--- src/supply_cmd_pkg.sv ---
// constants for the supply command block: register map, fields, reset values
// assumes a 32-bit apb master with byte addresses on paddr
`default_nettype none
package supply_cmd_pkg;
    // byte offsets
    localparam logic [7:0] CONFIG_OFS     = 8'h00;
    localparam logic [7:0] CMD_OFS        = 8'h04;
    localparam logic [7:0] VSET_OFS       = 8'h08;
    localparam logic [7:0] ISET_OFS       = 8'h0c;
    localparam logic [7:0] VEFF_OFS       = 8'h10;
    localparam logic [7:0] IEFF_OFS       = 8'h14;
    localparam logic [7:0] FMASK_OFS      = 8'h18;
    localparam logic [7:0] FMASK_NAME_OFS = 8'h1c;
    localparam logic [7:0] FAULT_OFS      = 8'h20;
    localparam logic [7:0] STATUS_OFS     = 8'h24;
    localparam logic [7:0] MEAS_LO_OFS    = 8'h28;
    localparam logic [7:0] MEAS_HI_OFS    = 8'h2c;
    localparam logic [7:0] SLOPE_OFS      = 8'h30;
    localparam logic [7:0] OFFSET_OFS     = 8'h34;
    localparam logic [7:0] IRQ_STAT_OFS   = 8'h38;
    localparam logic [7:0] IRQ_MASK_OFS   = 8'h3c;
    // config and command bits
    localparam int CFG_HOLD_BIT    = 0;
    localparam int CFG_CALMODE_BIT = 1;
    localparam int CMD_TRIGGER_BIT = 0;
    localparam int CMD_CAL_LO_BIT  = 1;
    localparam int CMD_CAL_HI_BIT  = 2;
    localparam int CMD_COMPUTE_BIT = 3;
    localparam int CMD_CLR_ERR_BIT = 4;
    localparam int NAME_NEW_BIT    = 8;
    // condition bit positions
    localparam int COND_W              = 13;
    localparam int CONSTANT_VOLTAGE_COND  = 0;
    localparam int CONSTANT_CURRENT_COND  = 1;
    localparam int OVERVOLTAGE_TRIP_COND  = 3;
    localparam int OVERTEMP_TRIP_COND     = 4;
    localparam int EXTERNAL_SHUTDOWN_COND = 5;
    localparam int FOLDBACK_COND          = 6;
    localparam int PROG_ERROR_COND        = 7;
    localparam int POWER_ON_COND          = 8;
    localparam int REMOTE_MODE_COND       = 9;
    localparam int AC_FAIL_COND           = 10;
    localparam int OUTPUT_FAIL_COND       = 11;
    localparam int SENSE_PROTECTION_COND  = 12;
    localparam logic [3:0] NAME_ALL  = 4'hd;
    localparam logic [3:0] NAME_NONE = 4'he;
    localparam logic [12:0] MASK_ALL   = 13'h1_ffb;
    localparam logic [12:0] MASK_RESET = 13'h0_000;
    // status extra bits
    localparam int STS_BUSY_BIT    = 16;
    localparam int STS_ERR_BIT     = 17;
    localparam int STS_CALPT_LSB   = 18;
    // irq event bits
    localparam int IRQ_W          = 4;
    localparam int IRQ_FAULT_BIT  = 0;
    localparam int IRQ_REJECT_BIT = 1;
    localparam int IRQ_TRIG_BIT   = 2;
    localparam int IRQ_CALDN_BIT  = 3;
    // calibration drive codes and divider length
    localparam logic [15:0] CAL_LO_CODE = 16'h0100;
    localparam logic [15:0] CAL_HI_CODE = 16'hf000;
    localparam logic [5:0]  DIV_STEPS   = 6'h20;
    localparam logic [15:0] SET_RESET   = 16'h0000;
    typedef enum logic [2:0] {
        CP_NONE = 3'b001,
        CP_LO   = 3'b010,
        CP_HI   = 3'b100
    } cal_pt_t;
endpackage : supply_cmd_pkg
`default_nettype wire

--- src/supply_cmd_trigger_mask_cal.sv ---
// supply command block: held settings with trigger, fault mask, voltage calibration
// assumes apb master per amba apb, status_in synchronous to pclk
`default_nettype none
module supply_cmd_trigger_mask_cal
    import supply_cmd_pkg::*;
#(
    parameter int DW = 16
) (
    input  wire logic              pclk,
    input  wire logic              presetn,
    input  wire logic              psel,
    input  wire logic              penable,
    input  wire logic              pwrite,
    input  wire logic [7:0]        paddr,
    input  wire logic [31:0]       pwdata,
    output logic      [31:0]       prdata,
    output logic                   pready,
    output logic                   pslverr,
    input  wire logic [COND_W-1:0] status_in,
    output logic      [DW-1:0]     vprog_out,
    output logic      [DW-1:0]     iprog_out,
    output logic                   irq
);
    typedef struct packed {
        logic              pready;
        logic              pslverr;
        logic [31:0]       prdata;
        logic              hold;
        logic              cal_mode;
        logic [DW-1:0]     vset_pend;
        logic [DW-1:0]     iset_pend;
        logic [DW-1:0]     veff;
        logic [DW-1:0]     ieff;
        logic [DW-1:0]     vout;
        cal_pt_t           cal_pt;
        logic [COND_W-1:0] fmask;
        logic [COND_W-1:0] fault;
        logic [COND_W-1:0] stat_prev;
        logic              err;
        logic [15:0]       meas_lo;
        logic [15:0]       meas_hi;
        logic              busy;
        logic              post;
        logic [5:0]        div_cnt;
        logic [15:0]       den;
        logic [16:0]       remd;
        logic [31:0]       num;
        logic [31:0]       quo;
        logic [31:0]       slope;
        logic [31:0]       offset;
        logic [IRQ_W-1:0]  irq_stat;
        logic [IRQ_W-1:0]  irq_mask;
        logic              irq;
    } state_t;

    state_t s_q;
    state_t s_d;

    logic              wr_acc;
    logic              rd_acc;
    logic              cmd_wr;
    logic              cal_cmd;
    logic [COND_W-1:0] stat_now;
    logic [COND_W-1:0] stat_rise;

    assign wr_acc    = psel && penable && s_q.pready && pwrite;
    assign rd_acc    = psel && penable && s_q.pready && !pwrite;
    assign cmd_wr    = wr_acc && (paddr == CMD_OFS);
    assign cal_cmd   = cmd_wr && (pwdata[CMD_CAL_LO_BIT] || pwdata[CMD_CAL_HI_BIT]
                                  || pwdata[CMD_COMPUTE_BIT]);
    // own programming error shows up as a status condition like any other
    assign stat_now  = status_in | (COND_W'(s_q.err) << PROG_ERROR_COND);
    assign stat_rise = stat_now & ~s_q.stat_prev;

    function automatic logic mapped(input logic [7:0] a);
        mapped = (a[1:0] == 2'b00) && (a <= IRQ_MASK_OFS);
    endfunction

    always_comb
    begin
        logic [16:0]      remd_sh;
        logic [47:0]      prod;
        logic [IRQ_W-1:0] ev;
        logic             reject;
        remd_sh = 17'h0_0000;
        prod   = 48'h0000_0000_0000;
        ev     = '0;
        reject = 1'b0;
        s_d    = s_q;

        // one wait state: pready rises in the second access cycle
        s_d.pready  = psel && penable && !s_q.pready;
        s_d.pslverr = psel && penable && !s_q.pready && !mapped(paddr);
        s_d.prdata  = 32'h0000_0000;
        if (psel && penable && !s_q.pready && !pwrite)
        begin
            unique case (paddr)
                CONFIG_OFS:  s_d.prdata = 32'({s_q.cal_mode, s_q.hold});
                VSET_OFS:    s_d.prdata = 32'(s_q.vset_pend);
                ISET_OFS:    s_d.prdata = 32'(s_q.iset_pend);
                VEFF_OFS:    s_d.prdata = 32'(s_q.veff);
                IEFF_OFS:    s_d.prdata = 32'(s_q.ieff);
                FMASK_OFS:   s_d.prdata = 32'(s_q.fmask);
                FAULT_OFS:   s_d.prdata = 32'(s_q.fault);
                STATUS_OFS:  s_d.prdata = 32'(stat_now)
                                        | (32'(s_q.busy) << STS_BUSY_BIT)
                                        | (32'(s_q.err) << STS_ERR_BIT)
                                        | (32'(s_q.cal_pt) << STS_CALPT_LSB);
                MEAS_LO_OFS: s_d.prdata = 32'(s_q.meas_lo);
                MEAS_HI_OFS: s_d.prdata = 32'(s_q.meas_hi);
                SLOPE_OFS:   s_d.prdata = s_q.slope;
                OFFSET_OFS:  s_d.prdata = s_q.offset;
                IRQ_STAT_OFS: s_d.prdata = 32'(s_q.irq_stat);
                IRQ_MASK_OFS: s_d.prdata = 32'(s_q.irq_mask);
                default:     s_d.prdata = 32'h0000_0000;
            endcase
        end

        if (wr_acc)
        begin
            unique case (paddr)
                CONFIG_OFS:
                begin
                    s_d.hold     = pwdata[CFG_HOLD_BIT];
                    s_d.cal_mode = pwdata[CFG_CALMODE_BIT];
                    if (!pwdata[CFG_CALMODE_BIT])
                        s_d.cal_pt = CP_NONE;
                end
                VSET_OFS:
                begin
                    s_d.vset_pend = pwdata[DW-1:0];
                    if (!s_q.hold)
                        s_d.veff = pwdata[DW-1:0];
                end
                ISET_OFS:
                begin
                    s_d.iset_pend = pwdata[DW-1:0];
                    if (!s_q.hold)
                        s_d.ieff = pwdata[DW-1:0];
                end
                FMASK_OFS:   s_d.fmask = pwdata[COND_W-1:0] & MASK_ALL;
                FMASK_NAME_OFS:
                begin
                    // names OR into the mask, so arrival order is irrelevant
                    if (pwdata[NAME_NEW_BIT])
                        s_d.fmask = MASK_RESET;
                    if (pwdata[3:0] == NAME_ALL)
                        s_d.fmask = MASK_ALL;
                    else if (pwdata[3:0] == NAME_NONE)
                        s_d.fmask = MASK_RESET;
                    else if (MASK_ALL[pwdata[3:0]] && (pwdata[3:0] < 4'(COND_W)))
                        s_d.fmask[pwdata[3:0]] = 1'b1;
                    else
                        s_d.err = 1'b1;
                end
                MEAS_LO_OFS: s_d.meas_lo = pwdata[15:0];
                MEAS_HI_OFS: s_d.meas_hi = pwdata[15:0];
                IRQ_MASK_OFS: s_d.irq_mask = pwdata[IRQ_W-1:0];
                default: ;
            endcase
        end

        if (cmd_wr)
        begin
            if (pwdata[CMD_CLR_ERR_BIT])
                s_d.err = 1'b0;
            if (pwdata[CMD_TRIGGER_BIT])
            begin
                s_d.veff = s_q.vset_pend;
                s_d.ieff = s_q.iset_pend;
                ev[IRQ_TRIG_BIT] = 1'b1;
            end
            if (cal_cmd && !s_q.cal_mode)
                reject = 1'b1;
            else if (s_q.cal_mode)
            begin
                if (pwdata[CMD_CAL_HI_BIT])
                    s_d.cal_pt = CP_HI;
                else if (pwdata[CMD_CAL_LO_BIT])
                    s_d.cal_pt = CP_LO;
                if (pwdata[CMD_COMPUTE_BIT] && !s_q.busy)
                begin
                    if (s_q.meas_hi <= s_q.meas_lo)
                        reject = 1'b1;
                    else
                    begin
                        s_d.busy    = 1'b1;
                        s_d.div_cnt = DIV_STEPS;
                        s_d.den     = s_q.meas_hi - s_q.meas_lo;
                        s_d.num     = {CAL_HI_CODE - CAL_LO_CODE, 16'h0000};
                        s_d.remd    = 17'h0_0000;
                        s_d.quo     = 32'h0000_0000;
                    end
                end
            end
        end
        if (reject)
        begin
            s_d.err = 1'b1;
            ev[IRQ_REJECT_BIT] = 1'b1;
        end

        // restoring divider, one quotient bit a cycle, then offset in one cycle
        if (s_q.busy && !s_q.post)
        begin
            remd_sh = {s_q.remd[15:0], s_q.num[31]};
            s_d.num = {s_q.num[30:0], 1'b0};
            if (remd_sh >= {1'b0, s_q.den})
            begin
                s_d.remd = remd_sh - {1'b0, s_q.den};
                s_d.quo  = {s_q.quo[30:0], 1'b1};
            end
            else
            begin
                s_d.remd = remd_sh;
                s_d.quo = {s_q.quo[30:0], 1'b0};
            end
            s_d.div_cnt = s_q.div_cnt - 6'h01;
            if (s_q.div_cnt == 6'h01)
                s_d.post = 1'b1;
        end
        else if (s_q.busy)
        begin
            prod       = s_q.quo * {16'h0000, s_q.meas_lo};
            s_d.slope  = s_q.quo;
            s_d.offset = 32'(CAL_LO_CODE) - prod[47:16];
            s_d.busy   = 1'b0;
            s_d.post   = 1'b0;
            ev[IRQ_CALDN_BIT] = 1'b1;
        end

        // fault latch: clear by write-one, a new rise in the same cycle wins
        s_d.stat_prev = stat_now;
        if (wr_acc && (paddr == FAULT_OFS))
            s_d.fault = s_q.fault & ~pwdata[COND_W-1:0];
        s_d.fault = s_d.fault | (stat_rise & s_q.fmask);
        if (|(stat_rise & s_q.fmask))
            ev[IRQ_FAULT_BIT] = 1'b1;

        // calibration points override the effective voltage setting only while active; the current output stays on ieff
        unique case (s_d.cal_pt)
            CP_LO:   s_d.vout = CAL_LO_CODE[DW-1:0];
            CP_HI:   s_d.vout = CAL_HI_CODE[DW-1:0];
            CP_NONE: s_d.vout = s_d.veff;
            default: s_d.vout = s_d.veff;
        endcase

        if (wr_acc && (paddr == IRQ_STAT_OFS))
            s_d.irq_stat = s_q.irq_stat & ~pwdata[IRQ_W-1:0];
        s_d.irq_stat = s_d.irq_stat | ev;
        s_d.irq      = |(s_d.irq_stat & s_d.irq_mask);
    end

    always_ff @(posedge pclk or negedge presetn)
    begin
        if (!presetn)
        begin
            s_q           <= '0;
            s_q.cal_pt    <= CP_NONE;
            s_q.fmask     <= MASK_RESET;
            s_q.vset_pend <= SET_RESET[DW-1:0];
            s_q.iset_pend <= SET_RESET[DW-1:0];
            s_q.veff      <= SET_RESET[DW-1:0];
            s_q.ieff      <= SET_RESET[DW-1:0];
            s_q.vout      <= SET_RESET[DW-1:0];
        end
        else
        begin
            s_q <= s_d;
        end
    end

    assign prdata    = s_q.prdata;
    assign pready    = s_q.pready;
    assign pslverr   = s_q.pslverr;
    assign vprog_out = s_q.vout;
    assign iprog_out = s_q.ieff;
    assign irq       = s_q.irq;

    logic trig_acc;
    logic cal_on_cmd;
    assign trig_acc   = cmd_wr && pwdata[CMD_TRIGGER_BIT];
    assign cal_on_cmd = cmd_wr && s_q.cal_mode;
endmodule : supply_cmd_trigger_mask_cal
`default_nettype wire

--- config.mk ---
export PLATFORM = sky130hd
export DESIGN_NAME = supply_cmd_trigger_mask_cal
export DESIGN_NICKNAME = d
export VERILOG_FILES = /design/src/supply_cmd_pkg.sv /design/src/supply_cmd_trigger_mask_cal.sv
export SDC_FILE = /design/constraint.sdc
export NUM_CORES = 2
export LEC_CHECK = 0
export BUFFER_PORTS_ARGS = -buffer_cell sky130_fd_sc_hd__buf_2
export CAP_MARGIN = 30
export CORE_ASPECT_RATIO = 2
export CORE_UTILIZATION = 62
export CTS_BUF_LIST = sky130_fd_sc_hd__clkbuf_16
export DETAILED_ROUTE_END_ITERATION = 8
export PLACE_DENSITY = 0.8
export SLEW_MARGIN = 10
export SYNTH_ARGS = -nofsm -noshare
export SYNTH_HDL_FRONTEND = slang
export SYNTH_SLANG_ARGS = --single-unit
export TNS_END_PERCENT = 5
--- constraint.sdc ---
create_clock -name pclk -period 8.62 [get_ports pclk]
set_input_delay 0 -clock pclk [delete_from_list [all_inputs] [get_ports pclk]]
set_output_delay 0 -clock pclk [all_outputs]
set_load 0.01 [all_outputs]
==> results by stage <==
Critical path:
- The required time of the critical path is just over 9000 ps.
- The signal arrival time at the worst endpoint is 8670 ps.
- STA classifies the critical path startpoint as a flip-flop.
- The classification of the worst setup path is flip-flop to flip-flop.
- The critical path's largest stage delay is ~950 ps.
- In this run the worst path has a maximum fanout of 16.
- The critical-path cell with the highest stage delay is sky130_fd_sc_hd__dfrtp_1.
- STA classifies the critical path endpoint as a flip-flop.
- The critical path's most frequent cell is sky130_fd_sc_hd__fa_1.

Synthesis:
- Sorting the synthesized cells by area gives the leading types as sky130_fd_sc_hd__dfrtp_1 25%, sky130_fd_sc_hd__fa_1 25%, sky130_fd_sc_hd__nand2_1 6.8%.
- The synthesized design devotes to its leading area cell type 25.5% of total area.
- Yosys mapped a number of flops with a built-in enable equal to 0.
- The proportion of synthesized flip-flops having asynchronous set or reset is 100%.
- Each instance of the synthesized netlist takes up on average 9.15 um^2.
- After synthesis, the netlist uses 91 different library cells.
- The post-synthesis cell area is ~34,000 um^2.
- Among all flip-flop cells after synthesis, the most frequent one is sky130_fd_sc_hd__dfrtp_1.
- Synthesis inferred 344 register bits.
- After synthesis, flip-flops and latches occupy 25.5% of the total area.
- Summed over all instances, the cell type with the most area after synthesis is sky130_fd_sc_hd__dfrtp_1.
- The gate count of the mapped netlist is ~3,700.
- The Yosys step of the flow raised 0 warnings.
- When the netlist entered floorplanning its net count stood at around 4,300.

Floorplan:
- The die width is 167 um.
- In this run the count of I/O pins placed on the die edge is 125.
- Once the floorplan was initialized, standard cells occupied a little over three fifths of the core.
- The floorplan step defined a die boundary enclosing between 50,000 and 60,000 um^2.
- The placeable core region is 53,600 um^2.
- The floorplan step set the die height to 332 um.
- The cell row count is 120.

Routing:
- The number of vias per cell after detailed routing is around 6.3.
- For this block, the via count after detailed routing is 27,500.
- The first detailed-routing pass ran for 8 iterations.
- The DRC marker count from the first detailed-route iteration is approximately 2,700.
- The final wirelength is roughly 110 mm.
- The number of antenna-violating nets in the routed design is 0.
- The number of design rule violations left after detail routing is 0.
- Dividing the detail-routed wire length by the instance count gives 24.2 um.

Placed design:
- The routability-driven placement congestion ratio is approximately 1.
- During placement, the flow inserted port buffers numbering ~110.
- Detailed placement ended at an HPWL of 79.7 mm.
- After detailed placement, the design holds a cell count of 4,266.

Flow run:
- The tool flagged a number of max-cap violations equal to 0.

Cells and area:
- The net count of the finished layout is about 4,300.
- The proportion of layout cells with a drive suffix above 1 is approximately 11%.
- Counting the fill cells in the layout gives 4,165.
- The growth of design area from synthesis to finish is 6.78%.
- Excluding fillers, the count of instances in the completed layout stands at 4,362.

CTS:
- CTS built an H-tree with a depth of 1.
- After clock tree synthesis, the clock-pin slew on the worst setup and hold paths is about 70 ps.
- Buffers added to address setup during post-CTS repair amount to 0.
- TritonCTS built the clock tree.
- The clock latency of the later-clocked register in the worst-skew pair is between 600 and 700 ps.
- The tree is rooted in a sky130_fd_sc_hd__clkbuf_16.
- In this run, CTS created clock tree buffers numbering 30.
- The clock tree buffer depth is 3.
- The TritonCTS sink count is 344.

Timing:
- At the pin with the least slew margin, the transition time is ~1100 ps.
- The post-route setup TNS is 0 ps.
- The post-route clock period utilization is 94.6%.
- Setup violations remaining at the end of the flow were counted as 0.
- The clock skew is 47.6 ps.
- The remaining max-slew budget at the tightest pin is 29.5%.
- On the final layout, the worst hold slack is -19.9 ps.
- Based on the critical path, the design can be clocked at up to 123 MHz.
- The number of hold violations in the final report is 9.
- The minimum period implied by the final worst setup slack is 8160 ps.
- Setup repair after global routing left no endpoint under its margin.
- The number of pins with negative max-slew slack in the final report was 0.

Pwr:
- For this design the ratio of total power to cell area is 94.9 nW/um^2.
- The maximum ir drop on the vdd rail is between 100 and 150 uV.
- The total chip power is about 3.4 mW.
- The leakage power total is 17.7 nW.

Worst hold path:
- The tightest min-delay check is of the input pin to asynchronous set/reset pin type.

Global route:
- After global routing the overflow that remains totals 0.
- The via count of the first global-routing pass came to between 20,000 and 30,000.
- The initial antenna violation count came to 9.
- Global routing used 39.8% of the available tracks.
- The first global-routing pass estimated 165 mm of wire.
- The pin count of the biggest net entering global routing is between 150 and 200.

Outcome:
- The checks that failed: hold timing.
- The flow ran to the end, but the final reports show violations.
## through the flow
stage               setup slack [ps]  area [um^2]  util, %
floorplan                       1520        33700        -
global route                    81.0        36000     67.1
CTS                              395        35900     66.9
detailed placement               380        34500     64.4
global placement                 408        34500     64.4
finish                           464        36000     67.1
## kinds of logic (layout without fill, tap and decap cells)
group	count (synthesis)	count (layout)	synth area share, %
AOI/OAI and AO/OA	569	569	11.4
buffers and inverters	829	836	10.1
muxes	151	151	4.87
xor gates and xnor gates	69	69	1.79
DFF	344	344	25.5
adders and majority gates	571	571	30.5
and+or+nand+nor	1150	1150	15.9
other	0	1	0
## synthesized netlist by cell type, types with 35 or more instances
master,instances
sky130_fd_sc_hd__a21o_1,35
sky130_fd_sc_hd__a21oi_1,109
sky130_fd_sc_hd__and2_1,169
sky130_fd_sc_hd__buf_4,65
sky130_fd_sc_hd__clkbuf_1,205
sky130_fd_sc_hd__dfrtp_1,343
sky130_fd_sc_hd__fa_1,419
sky130_fd_sc_hd__ha_1,152
sky130_fd_sc_hd__inv_1,536
sky130_fd_sc_hd__mux2_2,105
sky130_fd_sc_hd__mux2i_1,46
sky130_fd_sc_hd__nand2_1,611
sky130_fd_sc_hd__nor2_1,162
sky130_fd_sc_hd__o21ai_0,144
sky130_fd_sc_hd__xnor2_1,42
## final cells by class
cell class | count | area [um^2] | area share [%]
antenna | 1 | 2.50 | 0.00695
timing repair buffer | 245 | 1770 | 4.92
inverter | 536 | 2010 | 5.59
clock buffer | 30 | 751 | 2.09
multi-input combinational | 2510 | 21800 | 60.4
sequential | 344 | 8620 | 23.9
tap | 671 | 840 | 2.33
clock inverter | 25 | 246 | 0.685
## worst max-delay path: cells and delay by family, from the launching register on
family                   cells  cell delay, ps
AND/OR/NAND/NOR              5            1600
buffers and inverters        8            1020
AO/OA/AOI/OAI                4            1020
flip-flops                   1             950
XOR/XNOR                     1             150
adder cells (fa/ha/maj)      7            3290
## routing by layer
layer,share of wire [%],track usage (%)
met1,30,37.2
met2,51,70.3
met3,7.3,8.08
met4,12,39.9
met5,0.082,0
## flip-flops by register name (all words and copies together), names as in the netlist
signal	count
prdata	32
pslverr	1
s_q	277
pready	1
irq	1
vprog_out	16
iprog_out	16
## report_power, final
group / total (mW) / switching [mW] / leakage, nW / internal (mW)
clock: 1.42 / 0.685 / 0.506 / 0.737
sequential: 1.64 / 0.00966 / 4.42 / 1.63
combinational: 0.357 / 0.221 / 12.7 / 0.136
total: 3.41 / 0.916 / 17.7 / 2.50
## final timing paths
kind,from,slack (ps),cells after the start,endpoint
worst max-delay path,s_q[209],460,25,s_q[36]
worst min-delay path,presetn,-20,2,s_q[302]
worst max register to register,s_q[209],460,25,s_q[36]
worst min register to register,s_q[213],470,1,s_q[226]
max in group asynchronous,presetn,7030,3,s_q[206]
min in group pclk,paddr[2],40,6,s_q[8]
## timing repair
item	CTS	global route
hold buffers	35	0
endpoints found under the setup margin	0	4
gates resized for setup	0	2
endpoints found under the hold margin	249	0
## cells in the final DEF, fill, tap and decap left out, types with 27 or more instances in the layout
cell and instances:
sky130_fd_sc_hd__dlygate4sd3_1 35, sky130_fd_sc_hd__ha_1 152, sky130_fd_sc_hd__a21oi_1 109, sky130_fd_sc_hd__a22o_1 31, sky130_fd_sc_hd__fa_1 419, sky130_fd_sc_hd__mux2i_1 46
sky130_fd_sc_hd__inv_1 541, sky130_fd_sc_hd__and2_1 169, sky130_fd_sc_hd__buf_2 107, sky130_fd_sc_hd__a21o_1 35, sky130_fd_sc_hd__a221oi_1 33, sky130_fd_sc_hd__o21ai_0 144
sky130_fd_sc_hd__clkbuf_16 30, sky130_fd_sc_hd__dfrtp_1 337, sky130_fd_sc_hd__nand2_1 608, sky130_fd_sc_hd__xor2_1 27, sky130_fd_sc_hd__nor2_1 157, sky130_fd_sc_hd__nor3_1 28
sky130_fd_sc_hd__nand3_1 27, sky130_fd_sc_hd__mux2_2 105, sky130_fd_sc_hd__buf_4 95, sky130_fd_sc_hd__xnor2_1 42
Power figures use the tool's default switching activity.
